## config.mk

```make
export PLATFORM = sky130hd
export DESIGN_NAME = positioning_option_decoder
export DESIGN_NICKNAME = d
export VERILOG_FILES = /design/src/include/posopt_pkg.sv /design/src/core/positioning_option_decoder.sv /design/src/core/move_planner.sv
export SDC_FILE = /design/constraint.sdc
export NUM_CORES = 2
export LEC_CHECK = 0
export BUFFER_PORTS_ARGS = -buffer_cell sky130_fd_sc_hd__buf_2
export CAP_MARGIN = 15
export CORE_UTILIZATION = 40
export CTS_CLUSTER_SIZE = 14
export DETAILED_ROUTE_END_ITERATION = 12
export GPL_ROUTABILITY_DRIVEN = 0
export PLACE_DENSITY = 0.64
export SLEW_MARGIN = 20
export SYNTH_ARGS = -nofsm -noshare
export SYNTH_HDL_FRONTEND = slang
export SYNTH_SLANG_ARGS = --single-unit
```

## constraint.sdc

```tcl
create_clock -name aclk -period 110.2 [get_ports aclk]
set_input_delay 11.02 -clock aclk [delete_from_list [all_inputs] [get_ports aclk]]
set_output_delay 11.02 -clock aclk [all_outputs]
set_load 0.02 [all_outputs]
```

## src/include/posopt_pkg.sv

```systemverilog
// Purpose: Constants, field layouts and carrier types of the positioning option decoder.
// Assumes: AXI4-Lite with 32-bit data; one aligned word per register.
// Notes: Object indices count words, not bytes, so their byte address is four times the index.
package posopt_pkg;

  localparam logic [31:0] IDX_OPTIONS = 32'h000060F2;
  localparam logic [31:0] IDX_FOLLOW_ERR = 32'h000060F4;
  localparam logic [31:0] ADDR_OPTIONS = IDX_OPTIONS * 32'h00000004;
  localparam logic [31:0] ADDR_FOLLOW_ERR = IDX_FOLLOW_ERR * 32'h00000004;
  localparam logic [31:0] ADDR_CONTROL = 32'h00000000;
  localparam logic [31:0] ADDR_STATUS = 32'h00000004;
  localparam logic [31:0] ADDR_TARGET = 32'h00000008;
  localparam logic [31:0] ADDR_RANGE_MIN = 32'h0000000C;
  localparam logic [31:0] ADDR_RANGE_MAX = 32'h00000010;
  localparam logic [31:0] ADDR_PLAN_TARGET = 32'h00000014;
  localparam logic [31:0] ADDR_PLAN_FLAGS = 32'h00000018;

  localparam logic [15:0] OPTIONS_RESET = 16'h0001;
  localparam logic [31:0] FOLLOW_ERR_RESET = 32'h00000000;
  localparam logic [15:0] CONTROL_RESET = 16'h0000;
  localparam logic [31:0] TARGET_RESET = 32'h00000000;
  localparam logic [31:0] RANGE_MIN_RESET = 32'h00000000;
  localparam logic [31:0] RANGE_MAX_RESET = 32'h00000167;

  localparam int REL_BASE_LSB = 0;
  localparam int RELEASE_LSB = 4;
  localparam int ROTARY_LSB = 6;
  localparam int CTRL_NEW_SETPOINT = 4;
  localparam int CTRL_RELATIVE = 6;
  localparam int STAT_SETPOINT_ACK = 12;

  localparam logic [1:0] BASE_PREV_TARGET = 2'h0;
  localparam logic [1:0] BASE_RAMP = 2'h1;
  localparam logic [1:0] BASE_ACTUAL = 2'h2;
  localparam logic [1:0] REL_HOST = 2'h0;
  localparam logic [1:0] REL_ON_REACH = 2'h1;
  localparam logic [1:0] REL_AT_ONCE = 2'h2;
  localparam logic [1:0] ROT_LINEAR = 2'h0;
  localparam logic [1:0] ROT_NEG_ONLY = 2'h1;
  localparam logic [1:0] ROT_POS_ONLY = 2'h2;
  localparam logic [1:0] ROT_SHORTEST = 2'h3;

  localparam logic [1:0] RESP_OKAY = 2'h0;
  localparam logic [1:0] RESP_SLVERR = 2'h2;

  typedef struct packed {
    logic [1:0] rotary;
    logic [1:0] release_sel;
    logic [1:0] base;
  } option_fields_t;

  typedef struct packed {
    logic [31:0] target;
    logic dir_positive;
    logic via_limit;
    logic wrapped;
  } move_plan_t;

  typedef struct packed {
    logic [31:0] ramp_output;
    logic [31:0] actual_position;
    logic [31:0] prev_target;
    logic has_prev_target;
  } position_inputs_t;

  function automatic option_fields_t decode_options(input logic [15:0] word);
    option_fields_t f;
    f.base = word[REL_BASE_LSB +: 2];
    f.release_sel = word[RELEASE_LSB +: 2];
    f.rotary = word[ROTARY_LSB +: 2];
    return f;
  endfunction

  function automatic logic [31:0] merge_strb(input logic [31:0] old, input logic [31:0] data,
                                             input logic [3:0] strb);
    logic [31:0] r;
    r = old;
    for (int i = 0; i < 4; i++) begin
      if (strb[i]) begin
        r[i*8 +: 8] = data[i*8 +: 8];
      end
    end
    return r;
  endfunction

endpackage

```

## src/core/positioning_option_decoder.sv

```systemverilog
// Purpose: Holds the positioning option word and drives the setpoint handshake and move plan.
// Assumes: Motion core inputs are synchronous to aclk; host uses AXI4-Lite.
// Notes: A bus write that sets the new-setpoint bit wins over a hardware release in that cycle.
//
// Added by the designer: register access over AXI4-Lite.
module positioning_option_decoder (
  // Clock and reset
  input wire logic aclk,
  input wire logic aresetn,
  // AXI4-Lite write address
  input wire logic [31:0] s_axi_awaddr,
  input wire logic s_axi_awvalid,
  output logic s_axi_awready,
  // AXI4-Lite write data
  input wire logic [31:0] s_axi_wdata,
  input wire logic [3:0] s_axi_wstrb,
  input wire logic s_axi_wvalid,
  output logic s_axi_wready,
  // AXI4-Lite write response
  output logic [1:0] s_axi_bresp,
  output logic s_axi_bvalid,
  input wire logic s_axi_bready,
  // AXI4-Lite read address
  input wire logic [31:0] s_axi_araddr,
  input wire logic s_axi_arvalid,
  output logic s_axi_arready,
  // AXI4-Lite read data
  output logic [31:0] s_axi_rdata,
  output logic [1:0] s_axi_rresp,
  output logic s_axi_rvalid,
  input wire logic s_axi_rready,
  // Motion core inputs
  input wire logic profile_position_mode,
  input wire logic target_reached,
  input wire logic [31:0] ramp_output,
  input wire logic [31:0] actual_position,
  input wire logic [31:0] following_error_in,
  // Move plan outputs
  output logic move_start,
  output posopt_pkg::move_plan_t move_plan,
  output logic setpoint_ack
);

  typedef enum logic [2:0] {ST_IDLE, ST_HOST_HS, ST_WAIT_REACH, ST_RELEASE, ST_CLEAR_ACK} release_state_t;

  release_state_t state_ff;
  release_state_t nxt_state;
  logic [15:0] positioning_options_ff;
  logic [31:0] following_error_value_ff;
  logic [15:0] control_ff;
  logic [31:0] target_ff;
  logic [31:0] range_min_ff;
  logic [31:0] range_max_ff;
  logic [31:0] prev_target_ff;
  logic has_prev_ff;
  logic ack_ff;
  logic start_ff;
  posopt_pkg::move_plan_t plan_ff;
  logic [31:0] awaddr_ff;
  logic aw_held_ff;
  logic [31:0] wdata_ff;
  logic [3:0] wstrb_ff;
  logic w_held_ff;
  logic bvalid_ff;
  logic [1:0] bresp_ff;
  logic rvalid_ff;
  logic [31:0] rdata_ff;
  logic [1:0] rresp_ff;

  posopt_pkg::option_fields_t opts;
  posopt_pkg::position_inputs_t pos;
  posopt_pkg::move_plan_t plan_calc;
  logic do_write;
  logic ctrl_wr;
  logic ctrl_wr_sets;
  logic [31:0] ctrl_wdata;
  logic accept;
  logic hw_release;
  logic [31:0] nxt_rdata;
  logic nxt_rerr;

  assign opts = posopt_pkg::decode_options(positioning_options_ff);
  assign pos = '{ramp_output: ramp_output, actual_position: actual_position,
                 prev_target: prev_target_ff, has_prev_target: has_prev_ff};

  move_planner u_planner (
    .target_in(target_ff),
    .relative(control_ff[posopt_pkg::CTRL_RELATIVE]),
    .opts(opts),
    .pos(pos),
    .range_min(range_min_ff),
    .range_max(range_max_ff),
    .plan(plan_calc)
  );

  // Write channel: address and data are taken in either order, then answered together.
  assign do_write = aw_held_ff && w_held_ff && !bvalid_ff;

  always_ff @(posedge aclk) begin
    if (!aresetn) begin
      aw_held_ff <= 1'b0;
      awaddr_ff <= 32'h00000000;
    end else if (s_axi_awvalid && !aw_held_ff) begin
      aw_held_ff <= 1'b1;
      awaddr_ff <= s_axi_awaddr;
    end else if (do_write) begin
      aw_held_ff <= 1'b0;
    end
  end

  always_ff @(posedge aclk) begin
    if (!aresetn) begin
      w_held_ff <= 1'b0;
      wdata_ff <= 32'h00000000;
      wstrb_ff <= 4'h0;
    end else if (s_axi_wvalid && !w_held_ff) begin
      w_held_ff <= 1'b1;
      wdata_ff <= s_axi_wdata;
      wstrb_ff <= s_axi_wstrb;
    end else if (do_write) begin
      w_held_ff <= 1'b0;
    end
  end

  always_ff @(posedge aclk) begin
    if (!aresetn) begin
      bvalid_ff <= 1'b0;
      bresp_ff <= posopt_pkg::RESP_OKAY;
    end else if (do_write) begin
      bvalid_ff <= 1'b1;
      unique case (awaddr_ff)
        posopt_pkg::ADDR_OPTIONS, posopt_pkg::ADDR_CONTROL, posopt_pkg::ADDR_TARGET,
        posopt_pkg::ADDR_RANGE_MIN, posopt_pkg::ADDR_RANGE_MAX: bresp_ff <= posopt_pkg::RESP_OKAY;
        default: bresp_ff <= posopt_pkg::RESP_SLVERR;
      endcase
    end else if (s_axi_bready) begin
      bvalid_ff <= 1'b0;
    end
  end

  assign s_axi_awready = !aw_held_ff;
  assign s_axi_wready = !w_held_ff;
  assign s_axi_bvalid = bvalid_ff;
  assign s_axi_bresp = bresp_ff;

  // Option word and configuration registers.
  always_ff @(posedge aclk) begin
    if (!aresetn) begin
      positioning_options_ff <= posopt_pkg::OPTIONS_RESET;
    end else if (do_write && awaddr_ff == posopt_pkg::ADDR_OPTIONS) begin
      positioning_options_ff <= 16'(posopt_pkg::merge_strb({16'h0000, positioning_options_ff},
                                                             wdata_ff, wstrb_ff));
    end
  end

  always_ff @(posedge aclk) begin
    if (!aresetn) begin
      target_ff <= posopt_pkg::TARGET_RESET;
      range_min_ff <= posopt_pkg::RANGE_MIN_RESET;
      range_max_ff <= posopt_pkg::RANGE_MAX_RESET;
    end else if (do_write) begin
      if (awaddr_ff == posopt_pkg::ADDR_TARGET) begin
        target_ff <= posopt_pkg::merge_strb(target_ff, wdata_ff, wstrb_ff);
      end
      if (awaddr_ff == posopt_pkg::ADDR_RANGE_MIN) begin
        range_min_ff <= posopt_pkg::merge_strb(range_min_ff, wdata_ff, wstrb_ff);
      end
      if (awaddr_ff == posopt_pkg::ADDR_RANGE_MAX) begin
        range_max_ff <= posopt_pkg::merge_strb(range_max_ff, wdata_ff, wstrb_ff);
      end
    end
  end

  // Control word: host writes, hardware releases the new-setpoint bit.
  assign ctrl_wr = do_write && awaddr_ff == posopt_pkg::ADDR_CONTROL;
  assign ctrl_wdata = posopt_pkg::merge_strb({16'h0000, control_ff}, wdata_ff, wstrb_ff);
  assign ctrl_wr_sets = ctrl_wr && ctrl_wdata[posopt_pkg::CTRL_NEW_SETPOINT];
  assign hw_release = state_ff == ST_RELEASE;

  always_ff @(posedge aclk) begin
    if (!aresetn) begin
      control_ff <= posopt_pkg::CONTROL_RESET;
    end else if (ctrl_wr) begin
      control_ff <= ctrl_wdata[15:0];
    end else if (hw_release) begin
      control_ff[posopt_pkg::CTRL_NEW_SETPOINT] <= 1'b0;
    end
  end

  // Setpoint release sequence.
  assign accept = profile_position_mode && control_ff[posopt_pkg::CTRL_NEW_SETPOINT]
                  && state_ff == ST_IDLE && !ack_ff;

  always_comb begin
    nxt_state = state_ff;
    unique case (state_ff)
      ST_IDLE: begin
        if (accept) begin
          unique case (opts.release_sel)
            posopt_pkg::REL_AT_ONCE: nxt_state = ST_RELEASE;
            posopt_pkg::REL_ON_REACH: nxt_state = ST_WAIT_REACH;
            default: nxt_state = ST_HOST_HS;
          endcase
        end
      end
      ST_WAIT_REACH: begin
        if (target_reached) begin
          nxt_state = ST_RELEASE;
        end
      end
      ST_RELEASE: nxt_state = ST_CLEAR_ACK;
      ST_CLEAR_ACK: nxt_state = ST_IDLE;
      ST_HOST_HS: begin
        if (!control_ff[posopt_pkg::CTRL_NEW_SETPOINT]) begin
          nxt_state = ST_IDLE;
        end
      end
      default: nxt_state = ST_IDLE;
    endcase
  end

  always_ff @(posedge aclk) begin
    if (!aresetn) begin
      state_ff <= ST_IDLE;
    end else begin
      state_ff <= nxt_state;
    end
  end

  always_ff @(posedge aclk) begin
    if (!aresetn) begin
      ack_ff <= 1'b0;
    end else if (accept) begin
      ack_ff <= 1'b1;
    end else if (state_ff == ST_CLEAR_ACK) begin
      ack_ff <= 1'b0;
    end else if (state_ff == ST_HOST_HS && !control_ff[posopt_pkg::CTRL_NEW_SETPOINT]) begin
      ack_ff <= 1'b0;
    end
  end

  // Move plan is latched when a setpoint is taken.
  always_ff @(posedge aclk) begin
    if (!aresetn) begin
      plan_ff <= '0;
      start_ff <= 1'b0;
      prev_target_ff <= 32'h00000000;
      has_prev_ff <= 1'b0;
    end else begin
      start_ff <= accept;
      if (accept) begin
        plan_ff <= plan_calc;
        prev_target_ff <= plan_calc.target;
        has_prev_ff <= 1'b1;
      end
    end
  end

  // Following error is sampled every cycle.
  always_ff @(posedge aclk) begin
    if (!aresetn) begin
      following_error_value_ff <= posopt_pkg::FOLLOW_ERR_RESET;
    end else begin
      following_error_value_ff <= following_error_in;
    end
  end

  assign move_start = start_ff;
  assign move_plan = plan_ff;
  assign setpoint_ack = ack_ff;

  // Read channel: one read at a time, answered the cycle after it is taken.
  always_comb begin
    nxt_rdata = 32'h00000000;
    nxt_rerr = 1'b0;
    unique case (s_axi_araddr)
      posopt_pkg::ADDR_OPTIONS: nxt_rdata = {16'h0000, positioning_options_ff};
      posopt_pkg::ADDR_FOLLOW_ERR: nxt_rdata = following_error_value_ff;
      posopt_pkg::ADDR_CONTROL: nxt_rdata = {16'h0000, control_ff};
      posopt_pkg::ADDR_STATUS: nxt_rdata = 32'(ack_ff) << posopt_pkg::STAT_SETPOINT_ACK;
      posopt_pkg::ADDR_TARGET: nxt_rdata = target_ff;
      posopt_pkg::ADDR_RANGE_MIN: nxt_rdata = range_min_ff;
      posopt_pkg::ADDR_RANGE_MAX: nxt_rdata = range_max_ff;
      posopt_pkg::ADDR_PLAN_TARGET: nxt_rdata = plan_ff.target;
      posopt_pkg::ADDR_PLAN_FLAGS: nxt_rdata = {29'h00000000, plan_ff.dir_positive, plan_ff.via_limit,
                                                plan_ff.wrapped};
      default: nxt_rerr = 1'b1;
    endcase
  end

  always_ff @(posedge aclk) begin
    if (!aresetn) begin
      rvalid_ff <= 1'b0;
      rdata_ff <= 32'h00000000;
      rresp_ff <= posopt_pkg::RESP_OKAY;
    end else if (s_axi_arvalid && !rvalid_ff) begin
      rvalid_ff <= 1'b1;
      rdata_ff <= nxt_rdata;
      rresp_ff <= nxt_rerr ? posopt_pkg::RESP_SLVERR : posopt_pkg::RESP_OKAY;
    end else if (s_axi_rready) begin
      rvalid_ff <= 1'b0;
    end
  end

  assign s_axi_arready = !rvalid_ff;
  assign s_axi_rvalid = rvalid_ff;
  assign s_axi_rdata = rdata_ff;
  assign s_axi_rresp = rresp_ff;

  option_reset_a: assert property (@(posedge aclk) !aresetn |=> positioning_options_ff == 16'h0001)
    else $error("Option word not at reset value.");

  ack_on_accept_a: assert property (@(posedge aclk) disable iff (!aresetn)
    accept |=> ack_ff && move_start)
    else $error("Setpoint taken without acknowledge and start.");

  release_then_ack_a: assert property (@(posedge aclk) disable iff (!aresetn)
    (state_ff == ST_RELEASE && !ctrl_wr_sets) |=> !control_ff[posopt_pkg::CTRL_NEW_SETPOINT] ##1 !ack_ff)
    else $error("Release did not clear setpoint bit then acknowledge.");

  fast_release_a: assert property (@(posedge aclk) disable iff (!aresetn)
    (accept && opts.release_sel == posopt_pkg::REL_AT_ONCE) |=> state_ff == ST_RELEASE)
    else $error("Immediate release not started.");

  wait_reach_a: assert property (@(posedge aclk) disable iff (!aresetn)
    (state_ff == ST_WAIT_REACH && !target_reached) |=> state_ff == ST_WAIT_REACH && ack_ff)
    else $error("Released before target reached.");

  host_hs_a: assert property (@(posedge aclk) disable iff (!aresetn)
    (state_ff == ST_HOST_HS && control_ff[posopt_pkg::CTRL_NEW_SETPOINT]) |=> ack_ff)
    else $error("Acknowledge dropped during host handshake.");

  ramp_base_a: assert property (@(posedge aclk) disable iff (!aresetn)
    (accept && control_ff[posopt_pkg::CTRL_RELATIVE] && opts.base == posopt_pkg::BASE_RAMP
     && opts.rotary != posopt_pkg::ROT_LINEAR)
    |=> move_plan.target == $past(ramp_output) + $past(target_ff))
    else $error("Relative move not based on ramp output.");

  actual_base_a: assert property (@(posedge aclk) disable iff (!aresetn)
    (accept && control_ff[posopt_pkg::CTRL_RELATIVE] && opts.base == posopt_pkg::BASE_ACTUAL
     && opts.rotary != posopt_pkg::ROT_LINEAR)
    |=> move_plan.target == $past(actual_position) + $past(target_ff))
    else $error("Relative move not based on actual position.");

  neg_only_a: assert property (@(posedge aclk) disable iff (!aresetn)
    (accept && opts.rotary == posopt_pkg::ROT_NEG_ONLY) |=> !move_plan.dir_positive)
    else $error("Negative-only axis moving positive.");

  pos_only_a: assert property (@(posedge aclk) disable iff (!aresetn)
    (accept && opts.rotary == posopt_pkg::ROT_POS_ONLY) |=> move_plan.dir_positive)
    else $error("Positive-only axis moving negative.");

  follow_err_a: assert property (@(posedge aclk) disable iff (!aresetn)
    $past(aresetn) |-> following_error_value_ff == $past(following_error_in))
    else $error("Following error not tracking input.");

  write_resp_a: assert property (@(posedge aclk) disable iff (!aresetn)
    do_write |=> s_axi_bvalid)
    else $error("Write not answered.");

endmodule

```

## src/core/move_planner.sv

```systemverilog
// Purpose: Works out the absolute target and travel direction of a new setpoint.
// Assumes: Positions are signed 32-bit values; range max is above range min.
// Notes: Purely combinational; the caller registers the result.
module move_planner (
  // Request
  input wire logic [31:0] target_in,
  input wire logic relative,
  input wire posopt_pkg::option_fields_t opts,
  input wire posopt_pkg::position_inputs_t pos,
  input wire logic [31:0] range_min,
  input wire logic [31:0] range_max,
  // Result
  output posopt_pkg::move_plan_t plan
);

  logic signed [31:0] base;
  logic signed [31:0] abs_t;
  logic signed [31:0] span;
  logic signed [31:0] diff;
  logic signed [31:0] act;

  always_comb begin
    base = '0;
    diff = '0;
    unique case (opts.base)
      posopt_pkg::BASE_RAMP: base = pos.ramp_output;
      posopt_pkg::BASE_ACTUAL: base = pos.actual_position;
      default: base = pos.has_prev_target ? pos.prev_target : 32'h00000000;
    endcase
    abs_t = relative ? base + $signed(target_in) : $signed(target_in);
    span = $signed(range_max) - $signed(range_min) + 32'sh00000001;
    act = $signed(pos.actual_position);
    plan = '0;
    plan.target = abs_t;
    unique case (opts.rotary)
      posopt_pkg::ROT_NEG_ONLY: begin
        plan.dir_positive = 1'b0;
        plan.via_limit = abs_t > act;
      end
      posopt_pkg::ROT_POS_ONLY: begin
        plan.dir_positive = 1'b1;
        plan.via_limit = abs_t < act;
      end
      posopt_pkg::ROT_SHORTEST: begin
        diff = (abs_t - act) % span;
        if (diff < 0) begin
          diff = diff + span;
        end
        plan.dir_positive = (diff <<< 1) < span;
        plan.via_limit = plan.dir_positive ? abs_t < act : abs_t > act;
      end
      default: begin
        plan.dir_positive = abs_t >= act;
        if (abs_t > $signed(range_max)) begin
          plan.target = abs_t - span;
          plan.wrapped = 1'b1;
        end else if (abs_t < $signed(range_min)) begin
          plan.target = abs_t + span;
          plan.wrapped = 1'b1;
        end
      end
    endcase
  end

endmodule

```

======== Word level (Yosys, flattened, before mapping) ========
Cells that the tools add are included.
operators by class
  $lt $le $gt $ge ......................... 7
  multipliers ............................. 0
  add/subtract/negate cells ............... 7
  reductions and logical operators ........ 47
  shift operators ......................... 0
  equal/unequal tests ..................... 27
  multiplexer cells ....................... 35
  div/mod/pow operators ................... 1
  bitwise logic cells ..................... 0
operator list
  cell                                                                    number
  32-bit one-hot mux with 9 select lines                                  1
  32-bit two-way mux                                                      5
  32-bit by 4-bit == test with 1-bit output (second input constant)       4
  32-bit by 5-bit == test with 1-bit output (second input constant)       4
  32-bit by 17-bit == test with 1-bit output (second input constant)      3
  32-bit < comparator                                                     3
  32-bit subtractor                                                       3
  32-bit adder                                                            2
  32-bit > comparator                                                     2
  32-bit logical NOT                                                      2
  32-bit one-hot mux with 2 select lines                                  1
  31-bit two-way mux                                                      2
  3-bit AND reduction                                                     13
  32-bit by 2-bit adder with 32-bit output (second input constant)        1
  32-bit by 3-bit == test with 1-bit output (second input constant)       1
  32-bit greater-or-equal comparator                                      1
  32-bit by 1-bit < comparator with 1-bit output (second input constant)  1
  32-bit by 32-bit modulo with 32-bit output                              1
  31-bit adder                                                            1
  1-bit two-way mux                                                       16
  3-bit one-hot mux with 4 select lines                                   1
  1-bit logical AND                                                       11
  2-bit AND reduction                                                     5
  2-bit nonzero test                                                      5
  17 further kinds                                                        35
storage, ports and cells
  bits in writable memories ............... 0
  memories kept ........................... 0
  bits in latches ......................... 0
  bits in registers ....................... 309
  logic and storage cells ................. 160
  ROM bits ................................ 0

======== Logic depth before layout (Yosys ltp) ========
  word-level depth ........................ 12
  depth in mapped cells ................... 516
  gate-level depth less buffers ........... 473

======== Hierarchy ========
Synthesis repeated with hierarchy kept, for this count alone.
unflattened totals
  cells, all modules ...................... 8504
  area total of the unflattened synthesis .. 60695.7 um^2
modules (own cells, without submodules)
  module                      instances  cells each  area each (um^2)  sequential area each (um^2)
  move_planner                1          7055        47619.4           0.0
  positioning_option_decoder  1          1449        13076.3           6145.9

======== Worst setup path before layout ========
OpenSTA, ideal clock, no wires.
  path kind ............................... input to register
  start point ............................. in actual_position[0]
  end point ............................... reg plan_ff (netlist bit move_plan[1])
  data arrival time ....................... 110123 ps
  slack ................................... -39 ps
  buffers on the path ..................... 55
  stages .................................. 477
  cell sequence ........................... a221oi_1 a21oi_1 ha_1 inv_1 fa_1 nor2b_1 o21ai_0 a21boi_0 o21ai_0 a21boi_0 o21ai_0 a21boi_0 o21ai_0 a21boi_0 o21ai_0 a21boi_0 o31ai_1 a211o_1 (+441 left out) a21oi_1 o21bai_1 a2111oi_0 o31ai_1 nor4_1 o31ai_1 o211a_1 a21o_1 a21oi_1 xnor2_1 mux2_2 ha_1 nand4_1 a211oi_1 o221ai_1 o211ai_1 o211ai_1 o211a_1
between the ends
  longest elaborated chain between the ends .. 11
  elaborated cells between the ends (all ways) .. 14
  classes of those cells .................. 3 x add/sub; 1 x div; 4 x order compare; 6 x mux
RTL lines
  element                                                                                line                                    RTL
  start, declared                                                                        positioning_option_decoder.sv:36        input wire logic [31:0] actual_position,
  32-bit one-hot mux with 2 select lines                                                 move_planner.sv:25                      unique case (opts.base)
  32-bit adder                                                                           move_planner.sv:30                      abs_t = relative ? base + $signed(target_in) : $signed(target_in);
  32-bit two-way mux                                                                     move_planner.sv:30
  32-bit subtractor                                                                      move_planner.sv:45                      diff = (abs_t - act) % span;
  32-bit by 32-bit modulo with 32-bit output                                             move_planner.sv:45
  31-bit adder / 32-bit by 1-bit < comparator with 1-bit output (equally long branches)  move_planner.sv:47, move_planner.sv:46
  31-bit two-way mux                                                                     move_planner.sv:46                      if (diff < 0) begin
  31-bit two-way mux                                                                     move_planner.sv:35                      unique case (opts.rotary)
  32-bit < comparator                                                                    move_planner.sv:49                      plan.dir_positive = (diff <<< 1) < span;
  1-bit two-way mux                                                                      move_planner.sv:50                      plan.via_limit = plan.dir_positive ? abs_t < act : abs_t > act;
  1-bit one-hot mux with 3 select lines *                                                move_planner.sv:35
  end signal, assigned                                                                   positioning_option_decoder.sv:252       plan_ff <= plan_calc;
  end, declared                                                                          positioning_option_decoder.sv:58        posopt_pkg::move_plan_t plan_ff;
Mark *: on every way between the ends. The rest lies on a longest branch, timed or not. The select of a mux whose other input is x is not followed.
A chain may end at the register's enable or synchronous reset.

======== Worst setup path after layout ========
  start point ............................. in actual_position[1]
  end point ............................... reg plan_ff (netlist bit move_plan[1])
Same word-level chain as after synthesis.

==> flow_summary.ini <==
[run_status]
status = finished, final reports clean

[timing]
fin_crit_sh_pct = 96.1
final.min_clock_period_ns = 105.86
slew-limit-headroom_pct = 2.55
setup_viol = 0
slew_viol_final = 0
clock.fmax_mhz = 9.45
hold_violations = 0
skew_ns = 0.0219
worst_hold_slack_ns = 0.455
worst_pin_slew_ns = 1.45

[floorplanning]
io_pins = 283
initial_core_util_pct = 40.4
dieWidth_um = 389
core_area_mm2 = 0.148
die_area_mm2 = 0.151
die_h_um = 389
core.rowCount = 141

[setup_path]
worstPathRequired_ns = 110.67
crit_top_cell = o21a_1
end_kind = register
crit_fanout = 45
critPathMaxStageDelay_ns = 0.71
crit_slowest_cell = or4b_2
reg2reg_depth = 454
critPathLaunchType = primary input
cp.arrival_ns = 106.33
worstSetupPathType = in2reg

[flow_run]
cap_violations = 0

[global_routing]
grt_pass1_wl_mm = 395
grt_pass1_vias = 65000
grt_max_degree = 121
grt_usage_pct = 33.2
antenna_found_initial = 11
grt-ovfl-total = 0

[cts]
clkSlewWorstSetupHoldPaths_ns = 0.07
cts_buffers = 27
clk_latency_ns = 0.58
cts_buffer_depth = 3
htreeDepth = 1
cts_root_buf = clkbuf_16
cts.sinks = 307
cts-hold-fix-buffers = 0
tritoncts = built

[hold_path]
whs_path_depth = 2
min_path_type = reg2reg

[synthesis]
synthCells = 8493
synth-edff-count = 0
ys_types = 120
syn_area_mm2 = 0.0599
ys_seq_elements = 307
netlist_top_cells_area = ha_1, dfxtp_1, a21oi_1
yosys_warnings = 0
synth_top_area_share_pct = 17.7
synth_flop_cell = dfxtp_1
yosysSeqAreaShare_pct = 10.3
synthesis.area_per_instance_um2 = 7.05
synthArstFlopShare_pct = 0
synth_top_area_cell = ha_1

[placed_design]
hpwl_mm = 213
io_buffers = 280

[detailed_routing]
wl_per_cell_um = 24.9
dr.pass1.iters = 8
drcViolationCount = 0
drt-initial-drc-count = 9418
wl_mm = 268
avgViaCountPerCell = 6.54
vias = 70500
ant_nets = 0

[final_layout]
syn2layout_area_growth_pct = 12.4
nets = 9894
drive_gt1_share_pct = 12.9
==> worst paths after layout <==
path                                  start             to  slack (ns)
hold / removal                awaddr_ff[19]  awaddr_ff[19]        0.45
setup reg to reg  positioning_options_ff[0]   move_plan[1]       13.68
hold reg to reg               awaddr_ff[19]  awaddr_ff[19]        0.45
setup / recovery         actual_position[1]   move_plan[1]        4.34
==> critical path, delay by kind of cell <==
kind,cells,cell delay [ns]
multiplexers,4,1.20
AO/OA/AOI/OAI,267,56.13
XOR/XNOR,3,0.48
adder cells (fa/ha/maj),35,11.15
buffers and inverters,36,5.78
AND/OR/NAND/NOR,106,20.32
==> cell usage in the layout, fill, tap and decap left out, types with 58 or more instances in the layout <==
cell type and instances:
nand4_1 95, o21a_1 158, xor2_1 191, ha_1 845, a22oi_1 68, o31ai_1 65, nand2b_1 93, nor4_1 60
buf_4 338, or3_1 85, a221oi_1 58, or2_2 81, nor2b_1 125, o211ai_1 94, buf_2 280, a21oi_1 758
o21bai_1 70, mux2_2 58, dfxtp_1 307, nor2_1 936, a31oi_1 124, nor3_1 251, a21o_1 209, mux2i_1 163
and3_1 82, nand2_1 833, xnor2_1 328, a211oi_1 64, o21ai_0 395, inv_1 393, nand3_1 200, and2_1 93
==> state kept, by name (all words and copies together) (netlist names), 32 cells and up <==
signal                    cells
move_plan                    35
wdata_ff                     32
range_min_ff                 32
s_axi_rdata                  32
awaddr_ff                    32
following_error_value_ff     32
range_max_ff                 32
target_ff                    32
==> repair_timing <==
action / 4_1_cts / 5_1_grt
pin swaps: 4 / 22
cloned: 1 / 2
endpoints found under the setup margin: 2 / 2
resized for setup: 36 / 211
setup buffers: 8 / 31
==> metrics by stage <==
step | TNS, ns | instance area [um2] | std cells | setup WS, ns | utilization (%)
CTS | 0 | 66000 | 10700 | 0.0155 | 44.6
global route | -0.201 | 67300 | 10800 | -0.140 | 45.4
detailed placement | -7.04 | 65000 | 10700 | -3.56 | 43.9
global placement | -2.14 | 65000 | 10700 | -1.11 | 43.9
finish | 0 | 67300 | 10800 | 4.34 | 45.4
floorplan | 0 | 59900 | 8494 | 0.213 | -
==> per-layer routing <==
| metal | up-vias | GRT usage (%) | routed length (um) |
|---|---|---|---|
| li1 | 32100 | - | - |
| met1 | 32900 | 44.3 | 107000 |
| met2 | 4473 | 48.7 | 108000 |
| met3 | 1025 | 8.83 | 35700 |
| met4 | 10 | 16.9 | 16800 |
| met5 | - | 0 | 61 |
==> layout make-up <==
| cell class | count | area [um2] |
|---|---|---|
| well taps | 1930 | 2410 |
| clock inverters | 6 | 62.6 |
| diodes | 4 | 10.0 |
| repair buffers | 636 | 4250 |
| multi-input cells | 7461 | 52100 |
| inverters | 402 | 1510 |
| flip-flops and latches | 307 | 6150 |
| fillers | 15000 | 80900 |
| clock buffers | 32 | 744 |
==> cells by family (layout without fill, tap and decap cells) <==
logic type	Yosys count	in the layout	synth area share [%]
mux	249	249	4.47
simple gates	3122	3122	24.7
xor+xnor	539	539	7.90
other cells	1	6	0.00626
buf+inv	728	1076	4.77
compound gates	2693	2695	30.0
flops	307	307	10.3
fa+ha+maj	854	854	17.9
==> synthesized netlist by cell type (21+ instances only) <==
| library cell | n |
|---|---|
| nand2_1 | 840 |
| buf_1 | 33 |
| and2_1 | 95 |
| o31a_1 | 29 |
| o211ai_1 | 94 |
| a2111oi_0 | 23 |
| o31ai_1 | 78 |
| a222oi_1 | 34 |
| inv_1 | 394 |
| mux2_2 | 58 |
| o21ai_0 | 417 |
| and3_1 | 82 |
| xor2_1 | 192 |
| nor3b_1 | 21 |
| nor4_1 | 68 |
| o22ai_1 | 36 |
| nand3_1 | 205 |
| a22oi_1 | 71 |
| dfxtp_1 | 307 |
| a31oi_1 | 136 |
| nand4_1 | 95 |
| clkbuf_1 | 244 |
| a21boi_0 | 36 |
| o21a_1 | 160 |
| ha_1 | 847 |
| nor2_1 | 957 |
| or3_1 | 86 |
| nor2b_1 | 127 |
| o21bai_1 | 71 |
| nor3_1 | 262 |
| a21oi_1 | 780 |
| a211oi_1 | 74 |
| xnor2_1 | 346 |
| a221oi_1 | 63 |
| nand2b_1 | 93 |
| or4_1 | 23 |
| a211o_1 | 29 |
| mux2i_1 | 164 |
| or2_2 | 81 |
| buf_2 | 36 |
| a21o_1 | 211 |
Power is left out: the tool's default activity adds up to more than one toggle a clock period on the data nets, which glitch-free logic cannot reach.
